==> src/inc/core_map.vh <==
/*
  Constants for the processor core registers and flags block: reset values,
  vectors, opcodes, addressing-mode nibbles, flag positions and APB offsets.
  Assumes it is included by bare name from the design file.
*/
`ifndef CORE_MAP_VH
`define CORE_MAP_VH

`define STACK_RESET 16'h00FF
`define STACK_LO_FF 8'hFF
`define PROG_RESET 16'h0000
`define VEC_RESET 16'hFFFE
`define VEC_SWINT 16'hFFFC
`define VEC_SWINT_MON 16'hFEFC
`define VEC_IRQ_TOP 16'hFFFA
`define PAGE_ZERO 8'h00

`define OP_PREFIX 8'h9E
`define OP_ADD_SIG_STK 8'hA7
`define OP_ADD_SIG_IDX 8'hAF
`define OP_BR_CARRY_CLR 8'h24
`define OP_BR_CARRY_SET 8'h25
`define OP_BR_NOT_ZERO 8'h26
`define OP_BR_ZERO 8'h27
`define OP_BR_SGE 8'h90
`define OP_BR_SLT 8'h91
`define OP_BR_SGT 8'h92
`define OP_BR_SLE 8'h93
`define OP_RET_INT 8'h80
`define OP_SW_INT 8'h83
`define OP_PULL_HI 8'h8A
`define OP_PUSH_HI 8'h8B
`define OP_STOP 8'h8E
`define OP_WAIT 8'h8F
`define OP_MASK_CLR 8'h9A
`define OP_MASK_SET 8'h9B
`define OP_STK_LO_RESET 8'h9C
`define OP_DEC_ADJ 8'h72

`define ALU_AND 4'h4
`define ALU_ADC 4'h9
`define ALU_ADD 4'hB
`define MODE_IMM 4'hA
`define MODE_DIR 4'hB
`define MODE_EXT 4'hC
`define MODE_IX2 4'hD
`define MODE_IX1 4'hE
`define MODE_IX 4'hF

`define F_C 0
`define F_Z 1
`define F_N 2
`define F_I 3
`define F_H 4
`define F_V 7
`define FLAGS_ONES 2'b11

`define STK_LAST 3'h4
`define STK_FLAGS 3'h0
`define STK_ACC 3'h1
`define STK_IDX_LO 3'h2
`define STK_PROG_HI 3'h3

`define BCD_NINE 4'h9
`define BCD_MAX 8'h99
`define DAA_LO_COR 8'h06
`define DAA_HI_COR 8'h60

`define STAB_DEFAULT 13'h1000

`define A_FLAGS 8'h00
`define A_ACC 8'h04
`define A_INDEX 8'h08
`define A_STACK 8'h0C
`define A_PROG 8'h10
`define A_STATUS 8'h14

`endif

==> src/logic/core_regs_flags.v <==
/*
  8-bit processor core: accumulator, index pair, stack pointer, program
  counter, condition flags, interrupt stacking, wait/stop and break entry,
  and the add/add-carry/and, signed-add and branch instruction subset.
  Assumes an asynchronous-read byte memory on mem_* (data valid in the cycle
  the address is shown) and an APB master for the debug view of the state.
*/
// Our own choices: register access over APB and the register addresses.
`timescale 1ns/100ps
`include "core_map.vh"
`default_nettype none

module core_regs_flags #(
  parameter IRQ_N = 4,
  parameter [12:0] STAB_CYCLES = `STAB_DEFAULT
) (
  input wire clk,
  input wire rstn,
  output wire [15:0] mem_addr,
  output wire [7:0] mem_wdata,
  output wire mem_we,
  input wire [7:0] mem_rdata,
  input wire [IRQ_N-1:0] irq_req,
  input wire brk_en,
  input wire brk_req,
  input wire monitor_mode,
  output wire core_halted,
  output wire stop_mode,
  output wire break_active,
  input wire psel,
  input wire penable,
  input wire pwrite,
  input wire [7:0] paddr,
  input wire [31:0] pwdata,
  output reg [31:0] prdata,
  output wire pready,
  output reg pslverr
);

  localparam S_FETCH = 4'h0;
  localparam S_OP1 = 4'h1;
  localparam S_OP2 = 4'h2;
  localparam S_MEM = 4'h3;
  localparam S_BR = 4'h4;
  localparam S_PUSH = 4'h5;
  localparam S_PULL = 4'h6;
  localparam S_VHI = 4'h7;
  localparam S_VLO = 4'h8;
  localparam S_HALT = 4'h9;
  localparam S_STAB = 4'hA;

  reg [3:0] st_reg;
  reg [7:0] acc_reg, idx_hi_reg, idx_lo_reg, opc_reg, tmp_reg, wdata_reg;
  reg [15:0] stack_pointer_reg, program_counter_reg, vec_reg, addr_reg;
  reg ovf_reg, half_reg, mask_reg, neg_reg, zero_reg, carry_reg;
  reg pfx_reg, single_reg, we_reg, brk_act_reg, stop_reg;
  reg [2:0] stk_cnt_reg;
  reg [12:0] stab_reg;

  wire [15:0] idx_pair = {idx_hi_reg, idx_lo_reg};
  wire [15:0] prog_plus1 = program_counter_reg + 16'h0001;
  wire [15:0] stack_dn = stack_pointer_reg - 16'h0001;
  wire [15:0] stack_up = stack_pointer_reg + 16'h0001;
  wire [15:0] rd_sext = {{8{mem_rdata[7]}}, mem_rdata};
  wire [15:0] tmp_sext = {{8{tmp_reg[7]}}, tmp_reg};
  wire [15:0] base16 = pfx_reg ? stack_pointer_reg : idx_pair;
  wire [3:0] mode = opc_reg[7:4];
  wire [7:0] flags_rd = {ovf_reg, `FLAGS_ONES, half_reg, mask_reg, neg_reg, zero_reg, carry_reg};
  wire [15:0] swi_vec = monitor_mode ? `VEC_SWINT_MON : `VEC_SWINT;

  assign mem_addr = addr_reg;
  assign mem_wdata = wdata_reg;
  assign mem_we = we_reg;
  assign core_halted = (st_reg == S_HALT) | (st_reg == S_STAB);
  assign stop_mode = stop_reg;
  assign break_active = brk_act_reg;
  assign pready = 1'b1;

  function is_alu;
    input [7:0] o;
    input p;
    begin
      is_alu = ((o[3:0] == `ALU_ADD) | (o[3:0] == `ALU_ADC) | (o[3:0] == `ALU_AND)) &
               (p ? ((o[7:4] == `MODE_IX2) | (o[7:4] == `MODE_IX1)) : (o[7:4] >= `MODE_IMM));
    end
  endfunction

  function br_ok;
    input [7:0] o;
    reg nv;
    begin
      nv = neg_reg ^ ovf_reg;
      case (o)
        `OP_BR_CARRY_CLR: br_ok = ~carry_reg;
        `OP_BR_CARRY_SET: br_ok = carry_reg;
        `OP_BR_NOT_ZERO: br_ok = ~zero_reg;
        `OP_BR_ZERO: br_ok = zero_reg;
        `OP_BR_SGE: br_ok = ~nv;
        `OP_BR_SLT: br_ok = nv;
        `OP_BR_SGT: br_ok = ~(zero_reg | nv);
        `OP_BR_SLE: br_ok = zero_reg | nv;
        default: br_ok = 1'b0;
      endcase
    end
  endfunction

  // interrupt frame order from the top: pc low, pc high, index low, acc, flags
  function [7:0] stk_byte;
    input [2:0] k;
    begin
      case (k)
        3'h0: stk_byte = program_counter_reg[7:0];
        3'h1: stk_byte = program_counter_reg[15:8];
        3'h2: stk_byte = idx_lo_reg;
        3'h3: stk_byte = acc_reg;
        default: stk_byte = flags_rd;
      endcase
    end
  endfunction

  // lowest request index has the highest priority
  integer i;
  reg irq_hit;
  reg [15:0] irq_vec;
  always @* begin
    irq_hit = 1'b0;
    irq_vec = `VEC_IRQ_TOP;
    for (i = IRQ_N - 1; i >= 0; i = i - 1) begin
      if (irq_req[i]) begin
        irq_hit = 1'b1;
        irq_vec = `VEC_IRQ_TOP - {i[14:0], 1'b0};
      end
    end
  end

  // a held break request re-enters only after the return has seen it drop
  wire brk_take = brk_en & brk_req & ~brk_act_reg;
  wire int_go = ~pfx_reg & (brk_take | (irq_hit & ~mask_reg));

  reg [8:0] sum9;
  reg [4:0] hsum;
  reg [7:0] alu_r;
  reg alu_v, alu_h, alu_c;
  wire cin = (opc_reg[3:0] == `ALU_ADC) & carry_reg;
  always @* begin
    sum9 = {1'b0, acc_reg} + {1'b0, mem_rdata} + {8'h00, cin};
    hsum = {1'b0, acc_reg[3:0]} + {1'b0, mem_rdata[3:0]} + {4'h0, cin};
    if (opc_reg[3:0] == `ALU_AND) begin
      alu_r = acc_reg & mem_rdata;
      alu_v = 1'b0;
      alu_h = half_reg;
      alu_c = carry_reg;
    end else begin
      alu_r = sum9[7:0];
      alu_v = (acc_reg[7] == mem_rdata[7]) & (sum9[7] != acc_reg[7]);
      alu_h = hsum[4];
      alu_c = sum9[8];
    end
  end

  wire do_alu = is_alu(opc_reg, pfx_reg) &
                ((st_reg == S_MEM) | ((st_reg == S_OP1) & (mode == `MODE_IMM) & ~pfx_reg));

  wire daa_hi = carry_reg | (acc_reg > `BCD_MAX);
  wire daa_lo = half_reg | (acc_reg[3:0] > `BCD_NINE);
  wire [7:0] daa_r = acc_reg + (daa_hi ? `DAA_HI_COR : 8'h00) + (daa_lo ? `DAA_LO_COR : 8'h00);

  wire flags_wr = psel & penable & pwrite & (paddr == `A_FLAGS);

  always @(posedge clk or negedge rstn) begin
    if (!rstn) begin
      st_reg <= S_VHI;
      acc_reg <= 8'h00;
      idx_hi_reg <= 8'h00;
      idx_lo_reg <= 8'h00;
      stack_pointer_reg <= `STACK_RESET;
      program_counter_reg <= `PROG_RESET;
      {ovf_reg, half_reg, neg_reg, zero_reg, carry_reg} <= 5'h00;
      mask_reg <= 1'b1;
      opc_reg <= 8'h00;
      tmp_reg <= 8'h00;
      wdata_reg <= 8'h00;
      pfx_reg <= 1'b0;
      single_reg <= 1'b0;
      we_reg <= 1'b0;
      brk_act_reg <= 1'b0;
      stop_reg <= 1'b0;
      stk_cnt_reg <= 3'h0;
      stab_reg <= 13'h0000;
      vec_reg <= `VEC_RESET;
      addr_reg <= `VEC_RESET;
    end else begin
      // software may rewrite the arithmetic flags, never the mask
      if (flags_wr) begin
        ovf_reg <= pwdata[`F_V];
        half_reg <= pwdata[`F_H];
        neg_reg <= pwdata[`F_N];
        zero_reg <= pwdata[`F_Z];
        carry_reg <= pwdata[`F_C];
      end
      if (do_alu) begin
        acc_reg <= alu_r;
        ovf_reg <= alu_v;
        half_reg <= alu_h;
        carry_reg <= alu_c;
        neg_reg <= alu_r[7];
        zero_reg <= (alu_r == 8'h00);
      end
      case (st_reg)
        S_FETCH: begin
          if (int_go) begin
            vec_reg <= brk_take ? swi_vec : irq_vec;
            brk_act_reg <= brk_act_reg | brk_take;
            single_reg <= 1'b0;
            stk_cnt_reg <= 3'h0;
            we_reg <= 1'b1;
            addr_reg <= stack_pointer_reg;
            wdata_reg <= program_counter_reg[7:0];
            st_reg <= S_PUSH;
          end else begin
            opc_reg <= mem_rdata;
            // prefix must survive into the operand cycles so the stack pointer is the base
            pfx_reg <= pfx_reg & is_alu(mem_rdata, pfx_reg);
            program_counter_reg <= prog_plus1;
            addr_reg <= prog_plus1;
            if (mem_rdata == `OP_PREFIX) begin
              pfx_reg <= 1'b1;
            end else if (is_alu(mem_rdata, pfx_reg)) begin
              if ((mem_rdata[7:4] == `MODE_IX) & ~pfx_reg) begin
                addr_reg <= idx_pair;
                st_reg <= S_MEM;
              end else begin
                st_reg <= S_OP1;
              end
            end else begin
              case (mem_rdata)
                `OP_ADD_SIG_STK, `OP_ADD_SIG_IDX, `OP_BR_CARRY_CLR, `OP_BR_CARRY_SET, `OP_BR_NOT_ZERO,
                `OP_BR_ZERO, `OP_BR_SGE, `OP_BR_SLT, `OP_BR_SGT, `OP_BR_SLE: begin
                  st_reg <= S_OP1;
                end
                `OP_STK_LO_RESET: begin
                  stack_pointer_reg[7:0] <= `STACK_LO_FF;
                end
                `OP_MASK_CLR: begin
                  mask_reg <= 1'b0;
                end
                `OP_MASK_SET: begin
                  mask_reg <= 1'b1;
                end
                `OP_WAIT: begin
                  mask_reg <= 1'b0;
                  st_reg <= S_HALT;
                end
                `OP_STOP: begin
                  mask_reg <= 1'b0;
                  stop_reg <= 1'b1;
                  st_reg <= S_HALT;
                end
                `OP_SW_INT: begin
                  vec_reg <= swi_vec;
                  single_reg <= 1'b0;
                  stk_cnt_reg <= 3'h0;
                  we_reg <= 1'b1;
                  addr_reg <= stack_pointer_reg;
                  wdata_reg <= prog_plus1[7:0];
                  st_reg <= S_PUSH;
                end
                `OP_PUSH_HI: begin
                  single_reg <= 1'b1;
                  we_reg <= 1'b1;
                  addr_reg <= stack_pointer_reg;
                  wdata_reg <= idx_hi_reg;
                  st_reg <= S_PUSH;
                end
                `OP_RET_INT, `OP_PULL_HI: begin
                  single_reg <= (mem_rdata == `OP_PULL_HI);
                  stk_cnt_reg <= 3'h0;
                  stack_pointer_reg <= stack_up;
                  addr_reg <= stack_up;
                  st_reg <= S_PULL;
                end
                `OP_DEC_ADJ: begin
                  acc_reg <= daa_r;
                  carry_reg <= daa_hi;
                  neg_reg <= daa_r[7];
                  zero_reg <= (daa_r == 8'h00);
                end
                default: begin
                end
              endcase
            end
          end
        end
        S_OP1: begin
          program_counter_reg <= prog_plus1;
          addr_reg <= prog_plus1;
          st_reg <= S_FETCH;
          if (is_alu(opc_reg, pfx_reg)) begin
            if (mode == `MODE_DIR) begin
              addr_reg <= {`PAGE_ZERO, mem_rdata};
              st_reg <= S_MEM;
            end else if (mode == `MODE_IX1) begin
              addr_reg <= base16 + {8'h00, mem_rdata};
              st_reg <= S_MEM;
            end else if (mode != `MODE_IMM) begin
              tmp_reg <= mem_rdata;
              st_reg <= S_OP2;
            end
          end else if (opc_reg == `OP_ADD_SIG_STK) begin
            stack_pointer_reg <= stack_pointer_reg + rd_sext;
          end else if (opc_reg == `OP_ADD_SIG_IDX) begin
            {idx_hi_reg, idx_lo_reg} <= idx_pair + rd_sext;
          end else begin
            tmp_reg <= mem_rdata;
            st_reg <= S_BR;
          end
        end
        S_OP2: begin
          program_counter_reg <= prog_plus1;
          st_reg <= S_MEM;
          if (mode == `MODE_EXT) begin
            addr_reg <= {tmp_reg, mem_rdata};
          end else begin
            addr_reg <= base16 + {tmp_reg, mem_rdata};
          end
        end
        S_MEM: begin
          pfx_reg <= 1'b0;
          addr_reg <= program_counter_reg;
          st_reg <= S_FETCH;
        end
        S_BR: begin
          // program counter already sits two past the opcode
          st_reg <= S_FETCH;
          if (br_ok(opc_reg)) begin
            program_counter_reg <= program_counter_reg + tmp_sext;
            addr_reg <= program_counter_reg + tmp_sext;
          end else begin
            addr_reg <= program_counter_reg;
          end
        end
        S_PUSH: begin
          stack_pointer_reg <= stack_dn;
          if (single_reg | (stk_cnt_reg == `STK_LAST)) begin
            we_reg <= 1'b0;
            if (single_reg) begin
              addr_reg <= program_counter_reg;
              st_reg <= S_FETCH;
            end else begin
              // upper index byte is not part of the frame
              mask_reg <= 1'b1;
              addr_reg <= vec_reg;
              st_reg <= S_VHI;
            end
          end else begin
            stk_cnt_reg <= stk_cnt_reg + 3'h1;
            addr_reg <= stack_dn;
            wdata_reg <= stk_byte(stk_cnt_reg + 3'h1);
          end
        end
        S_PULL: begin
          if (single_reg) begin
            idx_hi_reg <= mem_rdata;
            addr_reg <= program_counter_reg;
            st_reg <= S_FETCH;
          end else begin
            case (stk_cnt_reg)
              `STK_FLAGS: begin
                ovf_reg <= mem_rdata[`F_V];
                half_reg <= mem_rdata[`F_H];
                mask_reg <= mem_rdata[`F_I];
                neg_reg <= mem_rdata[`F_N];
                zero_reg <= mem_rdata[`F_Z];
                carry_reg <= mem_rdata[`F_C];
              end
              `STK_ACC: acc_reg <= mem_rdata;
              `STK_IDX_LO: idx_lo_reg <= mem_rdata;
              `STK_PROG_HI: program_counter_reg[15:8] <= mem_rdata;
              default: begin
                program_counter_reg[7:0] <= mem_rdata;
                if (!brk_req) begin
                  brk_act_reg <= 1'b0;
                end
              end
            endcase
            if (stk_cnt_reg == `STK_LAST) begin
              addr_reg <= {program_counter_reg[15:8], mem_rdata};
              st_reg <= S_FETCH;
            end else begin
              stk_cnt_reg <= stk_cnt_reg + 3'h1;
              stack_pointer_reg <= stack_up;
              addr_reg <= stack_up;
            end
          end
        end
        S_VHI: begin
          program_counter_reg[15:8] <= mem_rdata;
          addr_reg <= vec_reg + 16'h0001;
          st_reg <= S_VLO;
        end
        S_VLO: begin
          program_counter_reg[7:0] <= mem_rdata;
          addr_reg <= {program_counter_reg[15:8], mem_rdata};
          st_reg <= S_FETCH;
        end
        S_HALT: begin
          // stop wakes only on the external request, source 0
          if (stop_reg) begin
            if (irq_req[0]) begin
              stab_reg <= STAB_CYCLES - 13'h0001;
              st_reg <= S_STAB;
            end
          end else if (irq_hit | brk_take) begin
            st_reg <= S_FETCH;
          end
        end
        S_STAB: begin
          if (stab_reg == 13'h0000) begin
            stop_reg <= 1'b0;
            st_reg <= S_FETCH;
          end else begin
            stab_reg <= stab_reg - 13'h0001;
          end
        end
        default: begin
          st_reg <= S_FETCH;
        end
      endcase
    end
  end

  reg [31:0] rd_mux;
  reg rd_ok;
  always @* begin
    rd_mux = 32'h00000000;
    rd_ok = 1'b1;
    case (paddr)
      `A_FLAGS: rd_mux = {24'h000000, flags_rd};
      `A_ACC: rd_mux = {24'h000000, acc_reg};
      `A_INDEX: rd_mux = {16'h0000, idx_pair};
      `A_STACK: rd_mux = {16'h0000, stack_pointer_reg};
      `A_PROG: rd_mux = {16'h0000, program_counter_reg};
      `A_STATUS: rd_mux = {29'h00000000, brk_act_reg, stop_reg, core_halted};
      default: rd_ok = 1'b0;
    endcase
  end

  // answer is prepared in the setup cycle so the access phase never waits
  always @(posedge clk or negedge rstn) begin
    if (!rstn) begin
      prdata <= 32'h00000000;
      pslverr <= 1'b0;
    end else if (psel & ~penable) begin
      prdata <= pwrite ? 32'h00000000 : rd_mux;
      pslverr <= ~rd_ok;
    end
  end

endmodule

`default_nettype wire

==> config.mk <==
export PLATFORM = sky130hd
export DESIGN_NAME = core_regs_flags
export DESIGN_NICKNAME = d
export VERILOG_FILES = /design/src/logic/core_regs_flags.v
export VERILOG_INCLUDE_DIRS = /design/src /design/src/inc
export SDC_FILE = /design/constraint.sdc
export NUM_CORES = 1
export LEC_CHECK = 0
export BUFFER_PORTS_ARGS = -buffer_cell sky130_fd_sc_hd__buf_2
export CELL_PAD_IN_SITES_DETAIL_PLACEMENT = 1
export CELL_PAD_IN_SITES_GLOBAL_PLACEMENT = 1
export CORE_MARGIN = 1
export CORE_UTILIZATION = 24
export CTS_BUF_LIST = sky130_fd_sc_hd__clkbuf_2
export DETAILED_ROUTE_END_ITERATION = 10
export PLACE_DENSITY_LB_ADDON = 0.1
export SYNTH_ARGS = -nofsm -noshare
export SYNTH_HDL_FRONTEND = slang
export SYNTH_SLANG_ARGS = --single-unit
==> constraint.sdc <==
create_clock -name clk -period 7.9 [get_ports clk]
set_input_delay 1.58 -clock clk [delete_from_list [all_inputs] [get_ports clk]]
set_output_delay 1.58 -clock clk [all_outputs]
set_load 0.03 [all_outputs]
==> run_results.csv, run 1 <==
group,metric,value,unit
global_route,grt_pass1_wl,122,mm
clocking,htreeDepth,4,
yosys,synth-edff-count,0,
clocking,clk_pin_slew,0.28,ns
yosys,synth_sequential_area_ratio,23.7,%
sta,worstMarginPinSlew,1.18,ns
job,cap_violations,0,
placement,place_ws,2.64,ns
yosys,synth_top_cell_by_area,"dfrtp_1",
clocking,clkLatencyLatePin,1.11,ns
sta,slew_headroom,20.9,%
yosys,yosys_warnings,0,
worst_setup_path,critPathLaunchType,"register",
finish,area_growth_syn_to_layout,9.19,%
route,vias_per_cell,5.76,
worst_setup_path,crit_type,"reg -> out",
sta,finalSetupViolations,0,
sta,fmax,0.192,GHz
clocking,cts_made_buffers,17,
floorplanning,initial_utilization,24.4,%
finish,drive_above_1_share,11.5,%
yosys,async_flop_share,100,%
yosys,ys_ff_latch,148,
power_and_ir_drop,p_per_area,423,mW/mm^2
sta,period_needed,5.22,ns
floorplanning,row_count,93,
yosys,ys_types,90,
route,dr.pass1.iters,5,
worst_setup_path,critPathMaxStageDelay,1.02,ns
floorplanning,core,0.0648,sq mm
route,drt-initial-drc-count,1222,
global_route,grt_usage,25.0,%
sta,setup_slack,2.68,ns
floorplanning,io_pins,122,
global_route,grt_max_degree,56,
worst_setup_path,crit_family,"flip-flops",
yosys,synth_commonest_cells,"nand2_1 (224), nor2_1 (209), a21oi_1 (176)",
route,routedWlPerCell,28.4,um
sta,hold_viol,0,
route,antenna_left,0,
worst_hold_path,hold_class,"in -> async",
worst_setup_path,cp_data_arrival_time,3.64,ns
route,wl,84.0,mm
placement,portBuffers,77,
yosys,synth-main-ff-cell,"dfrtp_1",
sta,clock_skew,0.0814,ns
sta,maxSlewViolCount,0,
sta,min_period_over_period,66.0,%
floorplanning,die_y,259,um
yosys,synthCells,2104,
clocking,cts.sinks,148,
global_route,grt.overflow.total,0,
yosys,yosys.area.top_type_share,18.5,%
power_and_ir_drop,p_leak,6.87,nW
clocking,ctsResizeCount,0,
yosys,netlist_area,0.0158,sq mm
worst_setup_path,crit_path_max_fanout,36,
floorplanning,die_w,259,um
yosys,ys_top_cells_by_area,"dfrtp_1 (19%), ha_1 (6.7%), a21oi_1 (5.6%)",
power_and_ir_drop,irDropWorstVdd,0.127,mV
worst_setup_path,crit_slowest_cell,"dfstp_2",
yosys,syn_avg_cell_area,7.52,sq um
finish,nFillCells,7809,
clocking,cts_setup_buffers,0,
route,vias,17100,
finish,final_nets,2243,
yosys,synth_most_common_cell,"nand2_1",
sta,tns,0,ns
clocking,ctsHoldBuffers,0,
placement,dp_hpwl,63.2,mm
global_route,antenna_found_initial,3,
run_status,status,"completed",
clocking,cts_tree,"built",
global_route,grt_pass1_vias,17300,
route,remaining_drc_errors,0,
worst_setup_path,crit_chain,"nand2b_1 > a21oi_1 > buf_2",
worst_setup_path,endpoint_kind,"output pin",
placement,place.gp.congestion,0.905,
worst_setup_path,critPathRequiredTime,6.32,ns
floorplanning,dieArea,0.0669,sq mm
sta,rsz0062_at_grt,"no",
clocking,clk_path_buf_depth,2,
clocking,root_buffer,"clkbuf_2",
worst_setup_path,crit_buf_inv,1,
==> path summary, 6_finish.rpt <==
kind | end | from | cells past startpoint | slack [ns]
max | core_halted | st_reg[0] | 3 | 2.68
max reg2reg | mem_addr[14] | pfx_reg | 13 | 3.74
min | idx_lo_reg[4] | rstn | 1 | 0.39
max in group asynchronous | opc_reg[6] | rstn | 2 | 6.30
min in group clk | mem_addr[3] | mem_addr[3] | 2 | 0.50
min reg2reg | mem_addr[3] | mem_addr[3] | 2 | 0.50
==> metal layers <==
| metal | up-vias | part of all wire (%) | global-route usage, % |
|---|---|---|---|
| li1 | 7763 | - | - |
| met1 | 8718 | 46 | 33.4 |
| met2 | 482 | 46 | 41.4 |
| met3 | 102 | 4.2 | 3.49 |
| met4 | 0 | 3.0 | 8.14 |
| met5 | - | 0 | 0 |
==> where the power goes <==
part | internal [mW] | switching [mW] | leakage [nW] | total [mW]
clock | 0.183 | 0.366 | 0.158 | 0.548
combinational | 1.80 | 3.11 | 4.98 | 4.91
sequential | 1.08 | 0.761 | 1.73 | 1.84
==> kinds of logic after synthesis <==
group	Yosys count	share of synthesized area, %
buffers and inverters	222	5.82
DFF	148	23.7
AOI/OAI and AO/OA	745	30.9
other	2	0.0475
xor gates and xnor gates	106	5.87
and+or+nand+nor	729	22.1
adders and majority gates	92	7.61
muxes	60	3.98
==> placed cells by master (no fill, tap or decap), types with 15 or more instances in the layout <==
master      n
nand3_1    50
and3_1     21
clkbuf_2   20
dfrtp_1   117
conb_1     17
ha_1       85
a31oi_1    39
a21oi_1   176
xnor2_1    63
nor2_1    207
mux2_2     23
buf_4      46
a221oi_1   31
a21o_1     28
xor2_1     43
o211ai_1   24
inv_1      50
o21ai_0   170
mux2i_1    37
nand2_1   224
o221ai_1   17
o21ai_1    19
nor2b_1    25
a22oi_1    20
nand2b_1   37
nor3_1     54
o22ai_1    19
dfstp_2    31
a22o_1     17
a222oi_1   21
or3_1      15
buf_2      76
a211oi_1   38
==> layout make-up <==
cell class / count / area (sq um) / share of cell area (%)
diodes: 3 / 7.51 / 0.0435
flip-flops and latches: 148 / 3740 / 21.7
well taps: 855 / 1070 / 6.20
clock inverters: 12 / 156 / 0.906
repair buffers: 123 / 737 / 4.27
inverters: 52 / 195 / 1.13
multi-input cells: 1749 / 11300 / 65.2
clock buffers: 20 / 100 / 0.580
==> per-stage QoR <==
step / utilization [%] / hold slack (ns) / cells / power [mW] / instance area (sq um)
after CTS: 26.6 / 0.266 / 2959 / 7.27 / 17300
after floorplan: - / 0.462 / 2119 / 4.84 / 15900
after global placement: 26.2 / 0.462 / 2927 / 6.62 / 17000
final: 26.6 / 0.386 / 2962 / 7.30 / 17300
after detailed placement: 26.2 / 0.461 / 2927 / 6.69 / 17000
after global routing: 26.6 / 0.306 / 2962 / 7.82 / 17300
Power figures use the tool's default switching activity.
==> run 2: changes to the inputs <==
==> constraint.sdc (replaced) <==
create_clock -name clk -period 4.9 [get_ports clk]
set_input_delay 0.98 -clock clk [delete_from_list [all_inputs] [get_ports clk]]
set_output_delay 0.98 -clock clk [all_outputs]
set_load 0.03 [all_outputs]
==> run_results.csv, run 2 (same netlist as run 1, synthesis figures left out) <==
group,metric,value,unit
sta,clock_skew,0.0966,ns
clocking,cts_setup_buffers,0,
clocking,cts_made_buffers,17,
placement,place.gp.congestion,0.930,
worst_setup_path,critPathRequiredTime,3.92,ns
sta,hold_viol,0,
worst_setup_path,crit_path_max_fanout,35,
sta,min_period_over_period,88.8,%
route,routedWlPerCell,28.7,um
placement,dp_hpwl,67.3,mm
floorplanning,die_w,259,um
worst_setup_path,cp_data_arrival_time,3.37,ns
clocking,htreeDepth,4,
clocking,cts_tree,"built",
power_and_ir_drop,p_leak,7.13,nW
worst_setup_path,critPathMaxStageDelay,0.68,ns
finish,nFillCells,7826,
route,antenna_left,0,
sta,fmax,0.230,GHz
sta,slew_headroom,31.3,%
finish,multiInputGateArea,0.0112,sq mm
placement,portBuffers,77,
worst_setup_path,r2r_slack,0.94,ns
sta,finalSetupViolations,0,
worst_setup_path,crit_family,"compound AO/OA/AOI/OAI gates",
sta,period_needed,4.35,ns
global_route,grt_usage,25.9,%
sta,tns,0,ns
route,vias_per_cell,5.74,
global_route,grt_pass1_vias,17300,
worst_setup_path,crit_slowest_cell,"a21oi_1",
clocking,root_buffer,"clkbuf_2",
floorplanning,initial_utilization,24.4,%
finish,fin_cells,3013,
global_route,grt.overflow.total,0,
sta,maxSlewViolCount,0,
clocking,clkLatencyLatePin,1.09,ns
floorplanning,core,0.0648,sq mm
floorplanning,io_pins,122,
floorplanning,dieArea,0.0669,sq mm
worst_setup_path,endpoint_kind,"output pin",
worst_setup_path,crit_type,"reg -> out",
clocking,cts.sinks,148,
global_route,grt_max_degree,99,
worst_setup_path,crit_buf_inv,2,
global_route,grt_pass1_wl,126,mm
power_and_ir_drop,irDropWorstVdd,0.195,mV
worst_setup_path,crit_chain,"buf_4 > nand2b_1 > a21oi_1 > buf_2",
finish,final_util,27.3,%
route,remaining_drc_errors,0,
floorplanning,row_count,93,
worst_hold_path,hold_class,"in -> reg",
power_and_ir_drop,p_total,12.0,mW
placement,place_inst,2977,
clocking,clk_pin_slew,0.28,ns
power_and_ir_drop,p_per_area,681,mW/mm^2
finish,final_nets,2296,
route,vias,17300,
route,drt-initial-drc-count,1434,
finish,most-common-layout-cells,"nand2_1 (224), nor2_1 (207), a21oi_1 (176), o21ai_0 (170), dfrtp_1 (117)",
clocking,ctsResizeCount,0,
global_route,antenna_found_initial,1,
clocking,clk_path_buf_depth,2,
finish,area_growth_syn_to_layout,11.8,%
route,dr.pass1.iters,8,
route,wl,86.5,mm
floorplanning,die_y,259,um
sta,rsz0062_at_grt,"no",
run_status,status,"completed",
job,cap_violations,0,
finish,final-seq-area,0.00374,sq mm
finish,final_common_cell,"nand2_1",
finish,drive_above_1_share,13.4,%
worst_setup_path,critPathLaunchType,"register",
sta,worstMarginPinSlew,1.03,ns
run 2: final timing paths:
kind	from	cells past startpoint	to
min in group asynchronous	rstn	2	program_counter_reg[3]
worst min register to register	mem_wdata[5]	1	mem_wdata[5]
worst max-delay path	st_reg[0]	4	core_halted
max in group asynchronous	rstn	3	stab_reg[6]
worst min-delay path	brk_req	2	break_active
worst max register to register	pfx_reg	12	mem_addr[14]
run 2: worst reg2reg max path, cell delays in order, from the launching register on:
cell	delay (ns)
dfrtp_1	0.48
buf_4	0.36
mux2_2	0.45
ha_1	0.35
and3_1	0.20
a221o_1	0.38
a21oi_1	0.29
o211ai_1	0.22
a2111oi_0	0.41
nor3_1	0.13
xor2_1	0.16
nand2_1	0.07
a311oi_1	0.28
run 2: cell type report:
type,instances,area share [%]
Inverter,52,1.10
Antenna cell,1,0.0142
Multi-Input combinational cell,1749,63.6
Clock buffer,19,0.538
Timing Repair Buffer,176,6.51
Sequential cell,148,21.2
Tap cell,855,6.05
Clock inverter,13,0.977
run 2: routing by layer:
layer / routed length, um / track usage, % / vias up / part of all wire (%)
met5: 0 / 0 / - / 0
met4: 2570 / 8.69 / 0 / 3.0
met3: 3680 / 3.25 / 109 / 4.2
met2: 39800 / 41.8 / 500 / 46
met1: 40500 / 35.5 / 8832 / 47
li1: - / - / 7849 / -
run 2: power breakdown:
part	total [mW]	switching, mW	internal, mW
Clock	0.894	0.594	0.299
Sequential	2.76	1.02	1.74
Combinational	8.39	5.36	3.03
run 2: repair_timing:
item                                   4_1_cts  5_1_grt
setup endpoints to repair                    0        0
hold buffers                                 2        0
endpoints found under the hold margin       36        0
run 2: stage by stage:
step           setup slack [ns]  area [sq um]  hold slack [ns]
2_1_floorplan              1.09         15900            0.462
3_3_place_gp              0.375         17400            0.462
3_5_place_dp              0.335         17400            0.462
4_1_cts                   0.385         17700          0.00472
5_1_grt                   0.372         17700           0.0989
6_report                  0.549         17700            0.163
==> run 3: changes to the inputs <==
--- a/config.mk
+++ b/config.mk
@@ -10,10 +10,11 @@
 export CELL_PAD_IN_SITES_DETAIL_PLACEMENT = 1
 export CELL_PAD_IN_SITES_GLOBAL_PLACEMENT = 1
 export CORE_MARGIN = 1
-export CORE_UTILIZATION = 24
+export CORE_UTILIZATION = 25
 export CTS_BUF_LIST = sky130_fd_sc_hd__clkbuf_2
 export DETAILED_ROUTE_END_ITERATION = 10
 export PLACE_DENSITY_LB_ADDON = 0.1
+export SKIP_LAST_GASP = 1
 export SYNTH_ARGS = -nofsm -noshare
 export SYNTH_HDL_FRONTEND = slang
 export SYNTH_SLANG_ARGS = --single-unit
==> run_results.csv, run 3 (same netlist as run 1, synthesis figures left out) <==
group,metric,value,unit
run_status,status,"completed",
worst_setup_path,endpoint_kind,"output pin",
global_route,grt.overflow.total,0,
global_route,grt_usage,26.6,%
clocking,htreeDepth,4,
global_route,met3_usage,3.23,%
finish,multiInputGateArea,0.0112,sq mm
power_and_ir_drop,irDropWorstVdd,0.224,mV
worst_setup_path,r2r_cells,12,
finish,nFillCells,7568,
worst_setup_path,critPathLaunchType,"register",
global_route,grt_pass1_vias,17300,
route,vias,17300,
route,antenna_left,0,
worst_setup_path,r2r_slack,0.99,ns
worst_hold_path,hold_end,"vec_reg[1]",
clocking,cts.sinks,148,
worst_setup_path,crit_type,"reg -> out",
route,wl,84.8,mm
sta,setup_slack,0.539,ns
worst_setup_path,r2r-start,"pfx_reg",
route,dr.pass1.iters,6,
sta,hold_viol,0,
clocking,root_buffer,"clkbuf_2",
finish,final_common_cell,"nand2_1",
clocking,clkLatencyLatePin,1.11,ns
clocking,clk_path_buf_depth,2,
finish,final_util,28.5,%
sta,slew_headroom,22.3,%
worst_setup_path,cp_data_arrival_time,3.38,ns
worst_setup_path,critPathRequiredTime,3.92,ns
route,routedWlPerCell,28.2,um
floorplanning,die_y,254,um
clocking,cts_made_buffers,17,
worst_setup_path,r2r_end,"mem_addr[14]",
worst_setup_path,cp-startpoint,"st_reg[1]",
power_and_ir_drop,p_per_area,679,mW/mm^2
worst_hold_path,holdCritStartpoint,"irq_req[0]",
worst_setup_path,crit_path_max_fanout,33,
global_route,use_met2,42.7,%
placement,place_ws,0.712,ns
clocking,ctsResizeCount,0,
sta,fmax,0.229,GHz
finish,final_nets,2298,
placement,post_dp_cell_area,0.0174,sq mm
placement,place.gp.congestion,0.928,
placement,portBuffers,77,
finish,most-common-layout-cells,"nand2_1 (224), nor2_1 (207), a21oi_1 (176), o21ai_0 (170), dfrtp_1 (117)",
clocking,cts_tree,"built",
route,remaining_drc_errors,0,
finish,final-seq-area,0.00374,sq mm
floorplanning,row_count,91,
floorplanning,io_pins,122,
sta,tns,0,ns
worst_hold_path,hold_depth,3,
sta,rsz0062_at_grt,"no",
clocking,ctsHoldBuffers,4,
global_route,grt_pass1_wl,124,mm
route,vias_per_cell,5.76,
sta,worstMarginPinSlew,1.16,ns
global_route,met1_usage,36.3,%
clocking,clk_pin_slew,0.32,ns
finish,area_growth_syn_to_layout,11.9,%
sta,min_period_over_period,89.0,%
global_route,antenna_found_initial,3,
finish,drive_above_1_share,13.5,%
placement,dp_hpwl,65.5,mm
sta,clock_skew,0.0825,ns
route,drt-initial-drc-count,1361,
floorplanning,die_w,254,um
sta,hold_ws,0.180,ns
floorplanning,core,0.0621,sq mm
power_and_ir_drop,p_leak,7.14,nW
clocking,cts_setup_buffers,0,
worst_hold_path,hold_class,"in -> reg",
global_route,grt_max_degree,61,
floorplanning,initial_utilization,25.5,%
job,cap_violations,0,
global_route,grt_busiest_layer,"met2",
sta,period_needed,4.36,ns
sta,finalSetupViolations,0,
floorplanning,dieArea,0.0643,sq mm
finish,fin_area,0.0177,sq mm
sta,maxSlewViolCount,0,
[run 3: cell types whose count changed in the layout (fill, tap and decap cells not counted)]
cell           change
buf_12             -1
diode_2            +7
clkinv_1           -1
clkinv_4           -1
dlygate4sd3_1      +2
clkbuf_2           -1
buf_4              +2
bufinv_16          +1
clkinvlp_4         +1
[run 3: cell type report]
cell class / instances / area share, %
multi-input combinational: 1749 / 63.5
sequential: 148 / 21.1
timing repair buffer: 178 / 6.55
tap: 837 / 5.92
clock inverter: 13 / 1.12
inverter: 52 / 1.10
clock buffer: 19 / 0.537
antenna: 8 / 0.113
[run 3: critical path: stages, from the launching register on]
cell and delay, ns:
dfstp_2 1.01, nand2b_1 0.29, a21oi_1 0.64, buf_2 0.32
[run 3: worst max-delay path by stage]
stage                   end  slack [ns]  cells after the start
6_report        core_halted        0.54                      3
2_1_floorplan  mem_addr[14]        1.09                     15
3_5_place_dp   mem_addr[14]        0.71                     12
3_3_place_gp   mem_addr[14]        0.63                     12
5_1_grt         core_halted        0.37                      3
4_1_cts         core_halted        0.39                      3
[run 3: report_power, final]
part           total (mW)  internal (mW)  switching (mW)
Combinational        8.27           3.03            5.23
Sequential           2.81           1.74            1.06
Clock               0.945          0.351           0.595
Total                12.0           5.13            6.89
[run 3: metal layers]
layer | vias up | wire, um
met3 | 96 | 3760
met4 | 0 | 2630
met2 | 506 | 39200
met1 | 8823 | 39200
met5 | - | 0
li1 | 7870 | -
[run 3: metrics by stage]
stage               power, mW  instances
floorplan                7.80       2119
global placement         10.8       2960
detailed placement       10.9       2960
CTS                      12.0       2996
global route             12.9       3001
finish                   12.0       3004
